==> src/ccs_pkg.sv <==
package ccs_pkg;

  // ----------------------------------------
  // attribute memory map and drive address slot index
  // ----------------------------------------
  localparam logic [10:0] CCS_OFFSET       = 11'h202;
  localparam logic [10:0] PIN_REPL_OFFSET  = 11'h204;
  localparam logic [3:0]  DRIVE_ADDR_INDEX = 4'hf;
  localparam int          ADDR_W           = 11;

  // ----------------------------------------
  // field positions
  // ----------------------------------------
  localparam int CHANGED_BIT  = 7;
  localparam int SIGNAL_CHANGE_ENABLE_BIT   = 6;
  localparam int BYTEONLY_BIT = 5;
  localparam int RSVD4_BIT    = 4;
  localparam int AUDIO_BIT    = 3;
  localparam int PWRDN_BIT    = 2;
  localparam int INTR_BIT     = 1;
  localparam int RDYCHG_BIT   = 5;
  localparam int WPCHG_BIT    = 4;
  localparam int RDY_MASK_BIT = 1;
  localparam int WP_MASK_BIT  = 0;

  // ----------------------------------------
  // reset values
  // ----------------------------------------
  localparam logic [7:0] CCS_RESET      = 8'h00;
  localparam logic [1:0] CHG_FLAGS_RESET = 2'h0;

  // ----------------------------------------
  // carrier types
  // ----------------------------------------
  typedef struct packed {
    logic              ce_low_n;
    logic              ce_high_n;
    logic              reg_n;
    logic              oe_n;
    logic              we_n;
    logic [ADDR_W-1:0] addr;
  } host_req_t;

  typedef struct packed {
    logic       low_valid;
    logic       high_valid;
    logic       odd_on_low;
  } lane_sel_t;

  typedef enum logic [1:0] {
    XFER_NONE,
    XFER_WORD,
    XFER_LOW,
    XFER_HIGH
  } xfer_kind_t;

endpackage

==> src/data_lane_decode.sv <==
module data_lane_decode (
  input  wire logic                 i_a10,
  input  wire logic                 i_a0,
  input  wire logic                 i_low_byte_enable_n,
  input  wire logic                 i_high_byte_enable_n,
  input  wire logic                 i_reg_n,
  output      ccs_pkg::xfer_kind_t  o_kind,
  output      ccs_pkg::lane_sel_t   o_sel
);

  wire data_space;
  wire both_en;
  wire low_only;
  wire high_only;

  // other address bits ignored in the data window
  assign data_space = i_a10 & i_reg_n;
  assign both_en    = data_space & ~i_low_byte_enable_n & ~i_high_byte_enable_n;
  assign low_only   = data_space & ~i_low_byte_enable_n & i_high_byte_enable_n;
  assign high_only  = data_space & i_low_byte_enable_n & ~i_high_byte_enable_n;

  assign o_kind = both_en   ? ccs_pkg::XFER_WORD :
                  low_only  ? ccs_pkg::XFER_LOW  :
                  high_only ? ccs_pkg::XFER_HIGH :
                              ccs_pkg::XFER_NONE;

  assign o_sel.low_valid  = both_en | low_only;
  assign o_sel.high_valid = both_en | high_only;
  assign o_sel.odd_on_low = low_only & i_a0;

endmodule

==> src/card_config_status.sv <==
module card_config_status (
  input  wire logic                 i_clk,
  input  wire logic                 i_rst_n,
  input  wire logic                 i_cfg_reset,
  input  wire ccs_pkg::host_req_t   i_req,
  input  wire logic [15:0]          i_wdata,
  output      logic [15:0]          o_rdata,
  output      logic                 o_rdata_low_oe,
  output      logic                 o_rdata_high_oe,
  input  wire logic [15:0]          i_data_word_rd,
  output      logic [15:0]          o_data_word_wr,
  output      logic                 o_data_wr_strobe,
  output      logic [1:0]           o_data_wr_lanes,
  output      logic                 o_data_rd_strobe,
  input  wire logic [7:0]           i_drive_address,
  input  wire logic                 i_io_mode,
  input  wire logic                 i_ready_state,
  input  wire logic                 i_write_protect_state,
  input  wire logic                 i_host_irq_level,
  input  wire logic                 i_cmd_power_down,
  output      logic                 o_status_changed_out_n,
  output      logic                 o_drive_activity_line_o,
  output      logic                 o_drive_activity_line_oe,
  output      logic                 o_power_down_request,
  output      logic                 o_power_down_active,
  output      logic                 o_byte_only_path
);

  // ----------------------------------------
  // state
  // ----------------------------------------
  logic       signal_change_enable_r;
  logic       byte_only_path_r;
  logic       power_down_request_r;
  logic       ready_change_flag_r;
  logic       ready_change_flag_nxt;
  logic       wp_change_flag_r;
  logic       wp_change_flag_nxt;
  logic       ready_prev_r;
  logic       wp_prev_r;
  logic       prev_valid_r;
  logic [15:0] rdata_r;
  logic [15:0] rdata_nxt;
  logic       we_prev_n_r;

  ccs_pkg::xfer_kind_t kind;
  ccs_pkg::lane_sel_t  sel;

  data_lane_decode u_lanes (
    .i_a10                (i_req.addr[10]),
    .i_a0                 (i_req.addr[0]),
    .i_low_byte_enable_n  (i_req.ce_low_n),
    .i_high_byte_enable_n (i_req.ce_high_n),
    .i_reg_n              (i_req.reg_n),
    .o_kind               (kind),
    .o_sel                (sel)
  );

  // ----------------------------------------
  // decode
  // ----------------------------------------
  wire       attr_space;
  wire       ccs_hit;
  wire       pr_hit;
  wire       drv_hit;
  wire       rd_act;
  wire       wr_edge;
  wire       ccs_wr;
  wire       pr_wr;
  wire       changed;
  wire       ready_toggle;
  wire       wp_toggle;
  wire [7:0] ccs_view;
  wire [7:0] pr_view;

  assign attr_space = ~i_req.reg_n & ~i_req.ce_low_n;
  assign ccs_hit    = attr_space & (i_req.addr == ccs_pkg::CCS_OFFSET);
  assign pr_hit     = attr_space & (i_req.addr == ccs_pkg::PIN_REPL_OFFSET);
  assign drv_hit    = i_req.reg_n & ~i_req.addr[10] & i_req.ce_low_n & ~i_req.ce_high_n
                      & (i_req.addr[3:0] == ccs_pkg::DRIVE_ADDR_INDEX);
  assign rd_act     = ~i_req.oe_n;
  // one write per strobe, taken on the falling edge of write enable
  assign wr_edge    = we_prev_n_r & ~i_req.we_n;
  assign ccs_wr     = ccs_hit & wr_edge;
  assign pr_wr      = pr_hit & wr_edge;

  assign changed = ready_change_flag_r | wp_change_flag_r;

  // bit 4, bit 3 and bit 0 are constant zero
  assign ccs_view = {changed, signal_change_enable_r, byte_only_path_r,
                     1'b0, 1'b0,
                     power_down_request_r, i_host_irq_level, 1'b0};
  assign pr_view  = {2'b00, ready_change_flag_r, wp_change_flag_r,
                     2'b00, i_ready_state, i_write_protect_state};

  assign ready_toggle = prev_valid_r & (ready_prev_r != i_ready_state);
  assign wp_toggle    = prev_valid_r & (wp_prev_r != i_write_protect_state);

  // shared by both change flags; the mask bit gates the host write
  function automatic logic flag_next(input logic toggle, input logic wr, input logic mask,
                                     input logic val, input logic cur);
    if (toggle) begin
      return 1'b1;
    end else if (wr && mask) begin
      return val;
    end
    return cur;
  endfunction

  // set wins over a host clear in the same cycle
  assign ready_change_flag_nxt = flag_next(ready_toggle, pr_wr,
                                           i_wdata[ccs_pkg::RDY_MASK_BIT],
                                           i_wdata[ccs_pkg::RDYCHG_BIT],
                                           ready_change_flag_r);
  assign wp_change_flag_nxt    = flag_next(wp_toggle, pr_wr,
                                           i_wdata[ccs_pkg::WP_MASK_BIT],
                                           i_wdata[ccs_pkg::WPCHG_BIT],
                                           wp_change_flag_r);

  always_comb begin
    rdata_nxt = 16'h0000;
    if (ccs_hit) begin
      rdata_nxt = {8'h00, ccs_view};
    end else if (pr_hit) begin
      rdata_nxt = {8'h00, pr_view};
    end else if (drv_hit) begin
      rdata_nxt = {i_drive_address, 8'h00};
    end else begin
      case (kind)
        ccs_pkg::XFER_WORD: rdata_nxt = i_data_word_rd;
        ccs_pkg::XFER_LOW:  rdata_nxt = {8'h00, sel.odd_on_low ?
                                         i_data_word_rd[15:8] : i_data_word_rd[7:0]};
        ccs_pkg::XFER_HIGH: rdata_nxt = {i_data_word_rd[15:8], 8'h00};
        default:            rdata_nxt = 16'h0000;
      endcase
    end
  end

  // ----------------------------------------
  // registers
  // ----------------------------------------
  always_ff @(posedge i_clk) begin
    if (!i_rst_n || i_cfg_reset) begin
      signal_change_enable_r <= ccs_pkg::CCS_RESET[ccs_pkg::SIGNAL_CHANGE_ENABLE_BIT];
      byte_only_path_r       <= ccs_pkg::CCS_RESET[ccs_pkg::BYTEONLY_BIT];
      power_down_request_r   <= ccs_pkg::CCS_RESET[ccs_pkg::PWRDN_BIT];
    end else if (ccs_wr) begin
      // bits 7, 4, 3, 1, 0 are not stored
      signal_change_enable_r <= i_wdata[ccs_pkg::SIGNAL_CHANGE_ENABLE_BIT];
      byte_only_path_r       <= i_wdata[ccs_pkg::BYTEONLY_BIT];
      power_down_request_r   <= i_wdata[ccs_pkg::PWRDN_BIT];
    end
  end

  always_ff @(posedge i_clk) begin
    if (!i_rst_n) begin
      ready_change_flag_r <= ccs_pkg::CHG_FLAGS_RESET[1];
      wp_change_flag_r    <= ccs_pkg::CHG_FLAGS_RESET[0];
      ready_prev_r        <= 1'b0;
      wp_prev_r           <= 1'b0;
      prev_valid_r        <= 1'b0;
      we_prev_n_r         <= 1'b1;
      rdata_r             <= 16'h0000;
    end else begin
      ready_change_flag_r <= ready_change_flag_nxt;
      wp_change_flag_r    <= wp_change_flag_nxt;
      ready_prev_r        <= i_ready_state;
      wp_prev_r           <= i_write_protect_state;
      prev_valid_r        <= 1'b1;
      we_prev_n_r         <= i_req.we_n;
      rdata_r             <= rdata_nxt;
    end
  end

  // ----------------------------------------
  // outputs
  // ----------------------------------------
  assign o_rdata         = rdata_r;
  assign o_rdata_low_oe  = rd_act & (ccs_hit | pr_hit | sel.low_valid);
  assign o_rdata_high_oe = rd_act & (drv_hit | sel.high_valid);

  // write to drive address slot falls through: no strobe
  assign o_data_word_wr   = i_wdata;
  assign o_data_wr_strobe = wr_edge & (sel.low_valid | sel.high_valid);
  assign o_data_wr_lanes  = {sel.high_valid, sel.low_valid};
  assign o_data_rd_strobe = rd_act & (sel.low_valid | sel.high_valid);

  // memory mode keeps the pin high; only i/o mode signals changes
  assign o_status_changed_out_n = ~(i_io_mode & signal_change_enable_r & changed);

  // audio unsupported: pin never driven
  assign o_drive_activity_line_o  = 1'b0;
  assign o_drive_activity_line_oe = 1'b0;

  assign o_power_down_request = power_down_request_r;
  // command power-down stays available regardless of the bit
  assign o_power_down_active  = power_down_request_r | i_cmd_power_down;
  assign o_byte_only_path     = byte_only_path_r;
endmodule

==> config.mk <==
export PLATFORM = sky130hd
export DESIGN_NAME = card_config_status
export DESIGN_NICKNAME = d
export VERILOG_FILES = /design/src/ccs_pkg.sv /design/src/data_lane_decode.sv /design/src/card_config_status.sv
export SDC_FILE = /design/constraint.sdc
export NUM_CORES = 1
export LEC_CHECK = 0
export BUFFER_PORTS_ARGS = -buffer_cell sky130_fd_sc_hd__buf_2
export CAP_MARGIN = 20
export CORE_ASPECT_RATIO = 0.8
export CORE_MARGIN = 2
export CORE_UTILIZATION = 40
export DETAILED_ROUTE_END_ITERATION = 10
export PLACE_DENSITY_LB_ADDON = 0.25
export SLEW_MARGIN = 20
export SYNTH_ARGS = -nofsm -noshare
export SYNTH_HDL_FRONTEND = slang
export SYNTH_SLANG_ARGS = --single-unit
==> constraint.sdc <==
create_clock -name i_clk -period 3.17 [get_ports i_clk]
set_input_delay 0.1585 -clock i_clk [delete_from_list [all_inputs] [get_ports i_clk]]
set_output_delay 0.1585 -clock i_clk [all_outputs]
set_load 0.1 [all_outputs]
Yosys cells after proc, flatten, opt, wreduce, memory -nomap -nowiden. Index checks and enable logic that the tools add are counted.

Muxes and demuxes: 17. Bitwise operators: 41. Reductions and logical operators: 7. Equality and inequality tests: 8.

Operators with widths (count): 16-bit one-hot mux with 3 select lines (1); 1-bit bitwise AND (25); 8-bit 2-to-1 mux (3); 11-bit by 10-bit == test with 1-bit output, second input constant (2); 16-bit 2-to-1 mux (1); 1-bit 2-to-1 mux (9); 1-bit inverter (8); 1-bit bitwise OR (8); 2-bit 2-to-1 mux (3); 2-bit == test, second input constant (2); 4-bit == test, second input constant (1); 4-bit OR reduction (1); 3-bit OR reduction (1); 2-bit by 1-bit == test with 1-bit output, second input constant (1); 1-bit logical AND (2); 1-bit != test (2); 2-bit OR reduction (1); 1-bit zero test (1); 1-bit logical OR (1).

Bits of input ports: 64. Register bits after elaboration: 25.

Longest topological paths before layout. Gate-level depths: netlist of run 1.

Depth after elaboration: 11. Depth in mapped cells: 5. Gate-level depth less buffers: 4.

By module. A second synthesis of run 1 with hierarchy kept.

Cells, all modules: 182. Area total of the unflattened synthesis: 1445.1 µm².

Modules (own cells, without submodules): card_config_status (instances 1, area each 1408.9 µm², cells an instance 174, sequential area each 500.5 µm²); data_lane_decode (instances 1, area each 36.3 µm², cells an instance 8, sequential area each 0.0 µm²).

Worst setup path before layout of run 1. OpenSTA, ideal clock, no wires.

Path kind: in2out. Start point: input port i_req[13] (netlist bit). End point: output port o_data_wr_strobe. Path slack: -0.984 ns. Stages: 4. Data required time: 3.012 ns. Data arrival time: 3.995 ns. Path through: nand2_1 > nor2_1 > nor2_1 > nor3b_1.

Longest elaborated chain between the ends: 6.

RTL lines: start, declared (line card_config_status.sv:5) `input wire ccs_pkg::host_req_t i_req,`; 1-bit bitwise AND * (line data_lane_decode.sv:17) `assign data_space = i_a10 & i_reg_n;`; 1-bit bitwise AND * (line data_lane_decode.sv:18, data_lane_decode.sv:19); 1-bit bitwise AND (on tied branches) (line data_lane_decode.sv:18, data_lane_decode.sv:19); 1-bit bitwise OR * (line data_lane_decode.sv:27) `assign o_sel.low_valid = both_en | low_only;`; named net o_data_wr_lanes[0] (line card_config_status.sv:13) `output logic [1:0] o_data_wr_lanes,`; 1-bit bitwise OR * (line card_config_status.sv:184) `assign o_data_wr_strobe = wr_edge & (sel.low_valid | sel.high_valid);`; 1-bit bitwise AND * (line card_config_status.sv:184); end, declared (line card_config_status.sv:12) `output logic o_data_wr_strobe,`.

Mark *: on every way through the listed nets, which the timed path passes. The rest lies on a longest branch.

Worst setup path after layout of run 1.
Start point: input port i_req[13] (netlist bit). End point: output port o_data_wr_strobe.

Longest elaborated chain between the ends: 6.

RTL lines (line): 1-bit bitwise AND * (data_lane_decode.sv:17); 1-bit bitwise AND (on tied branches) (2 in a row) (data_lane_decode.sv:18, data_lane_decode.sv:19, data_lane_decode.sv:20); 1-bit bitwise OR (on tied branches) (data_lane_decode.sv:27, data_lane_decode.sv:28); 1-bit bitwise OR * (card_config_status.sv:184); 1-bit bitwise AND * (card_config_status.sv:184).

Mark *: on every way between the ends. The rest lies on a longest branch, timed or not.

==> results_dict.tcl, run 1 <==
set metrics [dict create \
    hold_viol_final 0 \
    syn_area_mm2 0.00125 \
    die_area_mm2 0.00358 \
    endpoint_kind "output pin" \
    grt_pass1_wl_um 4600 \
    n_antenna_cell 0 \
    gr-total-overflow 0 \
    crit_path_max_fanout 11 \
    rsz0062_at_grt "false" \
    slew_violations 0 \
    grt_max_degree 16 \
    fin_util_pct 54.1 \
    reg2reg_to "ready_change_flag_r$_SDFFE_PN0P_" \
    cts_max_level 1 \
    drtIter0Drc 48 \
    fp.dieH_um 53.9 \
    max_freq_mhz 534 \
    holdCritPathClass "in2reg" \
    path_buf_inv 2 \
    cts_hold_buf 0 \
    postPlaceCellArea_mm2 0.00160 \
    tns_ps 0 \
    holdWs_ps 123 \
    netlist_instances 139 \
    p_sw_share_pct 34.5 \
    core-area_mm2 0.00304 \
    layout_common_cells "85 x buf_2, 25 x dfxtp_1, 17 x nor2_1" \
    rr_startpoint "we_prev_n_r$_SDFF_PN1_" \
    avgSynthCellArea_um2 8.97 \
    postRouteAntennaNets 0 \
    synth_cell_types 30 \
    nNetsFinal 275 \
    nFillCells 304 \
    max_stage_delay_ps 580 \
    yosysSeqAreaShare_pct 40.2 \
    drt_pre_antenna_iters 4 \
    seq_power_share_pct 46.4 \
    clock_skew_ps 2.25 \
    critPathLaunch "i_req[13]" \
    grt_pass1_vias 1060 \
    post_cts_resized 0 \
    worstPathCellList "buf_2 > nand2_1 > nor2_1 > nor2_1 > nor3b_2 > buf_2" \
    place_congestion 0.755 \
    antenna_found_initial 0 \
    initial_utilization_pct 41.0 \
    routed_wl_um 3070 \
    ys_ff_latch 25 \
    seq_area_um2 500 \
    cp-start-kind "input pin" \
    power.internal_uw 460 \
    placementRows 18 \
    min_period_ps 1870 \
    post_cts_buffers 0 \
    pwr-share-comb_pct 26.9 \
    reg2reg_depth 4 \
    critical_path.top_delay_family "simple AND/OR/NAND/NOR gates" \
    path_clk_slew_ps 90 \
    finalCritPeriodShare_pct 59.1 \
    max_slew_margin_pct 49.6 \
    r2r_setup_slack_ps 1840 \
    power.net_switching_uw 242 \
    dpl.cell_count 246 \
    postLayoutCellArea_mm2 0.00165 \
    io_buffers 85 \
    final_common_cell "buf_2" \
    crit_cells 6 \
    vias 1232 \
    viasPerCell 4.93 \
    routedWlPerCell_um 12.3 \
    crit_arrival_ps 1710 \
    clock_sinks 25 \
    p_clk_share_pct 26.7 \
    path_class "in2out" \
    worst_ep_required_time_ps 3010 \
    clock_latency_ps 260 \
    cts_tree "built" \
    ys_warn_count 0 \
    dp_hpwl_um 2580 \
    crit_end "o_data_wr_strobe" \
    power_density_mw_per_mm2 427 \
    cts_max_path_buffers 2 \
    detail_route.drc_violations 0 \
    report.final.setup_viol 0 \
    crit_slowest_cell "nor2_1" \
    ir_drop_uv 253 \
    grtUsageTotal_pct 17.0 \
    cts_buffers 3 \
    tightest_slew_ps 753 \
    multi_input_area_um2 613 \
    area_delta_synth_final_pct 32.0 \
    ios 108 \
    cts_root_buf "clkbuf_8" \
    maxCapViolCount 0 \
    drive_gt1_share_pct 47.1 \
    instances_no_fill 250 \
    p_leak_uw 0.000824 \
    status "completed" \
    die_w_um 66.4 \
]
==> worst min-delay path by stage <==
stage	from	end	slack [ps]	cells past startpoint
after floorplan	i_rst_n	prev_valid_r$_DFF_P_	190	0
after global placement	i_wdata[14]	o_data_word_wr[14]	320	0
after detailed placement	i_wdata[14]	o_data_word_wr[14]	320	0
after CTS	i_rst_n	prev_valid_r$_DFF_P_	120	1
final	i_rst_n	prev_valid_r$_DFF_P_	120	1
after global routing	i_rst_n	prev_valid_r$_DFF_P_	120	1
==> synth_stat cells <==
library cell | count | area, µm²
dfxtp_1 | 25 | 500
buf_4 | 18 | 135
nor2_1 | 18 | 67.6
nand2_1 | 13 | 48.8
a22oi_1 | 10 | 75.1
mux2i_1 | 10 | 100
o22ai_1 | 7 | 43.8
nand4_1 | 4 | 25.0
o21ai_1 | 3 | 15.0
a21oi_1 | 2 | 10.0
a31oi_1 | 2 | 12.5
and2_1 | 2 | 12.5
inv_1 | 2 | 7.51
nand2b_1 | 2 | 12.5
nand3_1 | 2 | 10.0
nor2b_1 | 2 | 12.5
nor4_4 | 2 | 42.5
nor4bb_1 | 2 | 20.0
xor2_1 | 2 | 17.5
and3_2 | 1 | 7.51
buf_2 | 1 | 5.00
conb_1 | 1 | 3.75
nand2_2 | 1 | 6.26
nor3_1 | 1 | 5.00
nor3b_1 | 1 | 7.51
nor4b_2 | 1 | 15.0
o211ai_1 | 1 | 7.51
o21ai_0 | 1 | 5.00
o21ai_2 | 1 | 8.76
or2_2 | 1 | 6.26
==> final cells by class <==
cell class	count	share of cell area, %
multi-input combinational	94	37.3
inverter	2	0.456
clock buffer	3	2.51
sequential	25	30.4
clock inverter	1	0.456
tap	40	3.04
timing repair buffer	85	25.9
==> sequential cells by signal, summed over array words and instances, names as in the netlist <==
signal                  count
o_rdata                    16
o_byte_only_path            1
o_power_down_request        1
prev_valid_r                1
ready_change_flag_r         1
ready_prev_r                1
signal_change_enable_r      1
we_prev_n_r                 1
wp_change_flag_r            1
wp_prev_r                   1
==> layer usage <==
metal	GRT usage, %	vias to the layer above	wire length [µm]
li1	-	619	-
met1	22.9	542	1380
met2	27.0	69	1330
met3	4.81	2	325
met4	4.08	0	28
met5	0	-	0
==> kinds of logic after synthesis <==
group	count (synthesis)	synth area share (%)
multiplexers	10	8.03
XOR/XNOR	2	1.41
flip-flops	25	40.2
buffers and inverters	21	11.8
AND/OR/NAND/NOR	53	24.0
other	1	0.301
AO/OA/AOI/OAI	27	14.3
==> stage by stage <==
step / worst slack [ps] / power [µW]
detailed placement: 1330 / 523
global placement: 1350 / 523
floorplan: 463 / 529
CTS: 1320 / 712
finish: 1300 / 703
global route: 1110 / 737
==> power by group through the flow <==
stage               logic (µW)  registers (µW)  clock network [µW]
floorplan                  169             360                   0
global placement           189             334                   0
detailed placement         190             334                   0
CTS                        190             326                 196
global route               200             327                 209
finish                     189             326                 188
Note: power is estimated with default switching activity, not from simulation.
==> run 2: changes to the inputs <==
CORE_UTILIZATION = 34   (was 40)
clock period = 1.7 ns   (was 3.17 ns; I/O delays follow)
==> run 2 against run 1 <==
Sequential cell count did not move. Global-route usage is 0.78 points lower. Clock power increased by 87%. Largest cell class unchanged. Final cell count grew 2.4%.
==> results_dict.tcl, run 2 (same netlist as run 1, synthesis figures left out) <==
set metrics [dict create \
    io_buffers 85 \
    routedWlPerCell_um 12.8 \
    die_w_um 71.7 \
    fin_ws_ps 293 \
    max_slew_margin_pct 60.8 \
    antenna_found_initial 0 \
    grt_max_degree 16 \
    report.final.setup_viol 0 \
    drive_gt1_share_pct 49.5 \
    path_clk_slew_ps 90 \
    cts_tree "built" \
    holdWs_ps 48.9 \
    place_congestion 0.692 \
    finalCritPeriodShare_pct 82.7 \
    ios 108 \
    die_area_mm2 0.00417 \
    post_cts_buffers 0 \
    crit_path_max_fanout 4 \
    crit_end "o_rdata_low_oe" \
    detail_route.drc_violations 0 \
    nNetsFinal 279 \
    layout_common_cells "80 x buf_2, 24 x dfxtp_1, 15 x nor2_1" \
    fp.dieH_um 58.2 \
    gr-total-overflow 0 \
    hold_viol_final 0 \
    grt_pass1_vias 1177 \
    clock_latency_ps 260 \
    vias 1248 \
    cts_root_buf "clkbuf_8" \
    largest_reg_flops 16 \
    cp-start-kind "input pin" \
    maxCapViolCount 0 \
    endpoint_kind "output pin" \
    grt_pass1_wl_um 5290 \
    rsz0062_at_grt "false" \
    crit_slowest_cell "nor3_1" \
    core-area_mm2 0.00347 \
    path_class "in2out" \
    slew_violations 0 \
    final_common_cell "buf_2" \
    drt_pre_antenna_iters 4 \
    drtIter0Drc 56 \
    cts_max_path_buffers 2 \
    cts_buffers 3 \
    reg2reg_depth 4 \
    viasPerCell 4.88 \
    status "completed" \
    worst_ep_required_time_ps 1620 \
    max_freq_mhz 711 \
    postRouteAntennaNets 0 \
    cts_hold_buf 0 \
    critPathLaunch "i_req[10]" \
    r2r_setup_slack_ps 370 \
    p_leak_uw 0.000864 \
    postLayoutCellArea_mm2 0.00178 \
    rr_startpoint "we_prev_n_r$_SDFF_PN1_" \
    initial_utilization_pct 35.9 \
    holdCritPathClass "in2reg" \
    min_period_ps 1410 \
    dp_slack_ps 268 \
    clock_skew_ps 1.72 \
    area_delta_synth_final_pct 43.1 \
    post_cts_resized 0 \
    nFillCells 363 \
    grtUsageTotal_pct 16.2 \
    worstPathCellList "buf_2 > nor3_1 > and3_2 > o21ai_1 > a21oi_4 > buf_12" \
    cts_max_level 1 \
    max_stage_delay_ps 330 \
    placementRows 19 \
    tightest_slew_ps 580 \
    crit_arrival_ps 1320 \
    dp_hpwl_um 2750 \
    ir_drop_uv 312 \
    routed_wl_um 3290 \
    power_density_mw_per_mm2 752 \
    postPlaceCellArea_mm2 0.00173 \
    n_antenna_cell 0 \
    clock_sinks 25 \
    reg2reg_to "wp_change_flag_r$_SDFFE_PN0P_" \
]
==> run 2: cell count changes in the layout (fill, tap and decap cells not counted), sizes merged <==
cell  change
buf       +4
==> run 2: worst min path at each step <==
stage	start	endpoint	slack, ps	depth (start not counted)
detailed placement	i_wdata[13]	o_data_word_wr[13]	170	0
CTS	i_drive_address[4]	o_rdata[12]$_SDFF_PP0_	50	3
floorplan	i_rst_n	prev_valid_r$_DFF_P_	110	0
global route	i_drive_address[6]	o_rdata[14]$_SDFF_PP0_	50	3
finish	i_drive_address[4]	o_rdata[12]$_SDFF_PP0_	50	3
global placement	i_wdata[13]	o_data_word_wr[13]	170	0
==> run 2: power by group <==
part           internal [µW]  leakage [µW]  switching, µW  total, µW
combinational            112      0.000638            269        381
sequential               601      0.000204           7.83        609
clock                    166     0.0000217            185        351
total                    879      0.000864            462       1340
==> run 2: critical path: cells and delay by family <==
kind                   cells  cell delay (ps)
AO/OA/AOI/OAI              2              290
buffers and inverters      2              320
AND/OR/NAND/NOR            2              620
==> run 2: layer usage <==
layer  GRT usage, %  wire length, µm  vias up
met5              0                0        -
met4           4.85                6        0
met3           5.74              250        4
met2           25.5             1520       48
met1           20.9             1520      567
li1               -                -      629
==> run 2: area by class of cell <==
type,instances,area (µm²),share of cell area (%)
clock buffers,3,41.3,2.32
clock inverters,1,7.51,0.421
inverters,2,7.51,0.421
multi-input cells,94,642,36.0
flip-flops and latches,25,502,28.1
well taps,42,52.6,2.95
repair buffers,89,531,29.8
==> run 2: metrics by stage <==
| step | setup TNS (ps) | total power (µW) | cells | utilization (%) |
|---|---|---|---|---|
| floorplan | -411 | 991 | 140 | - |
| detailed placement | 0 | 1010 | 252 | 50.0 |
| finish | 0 | 1340 | 256 | 51.4 |
| global route | 0 | 1400 | 256 | 51.4 |
| CTS | 0 | 1360 | 256 | 51.4 |
| global placement | 0 | 1000 | 252 | 50.0 |
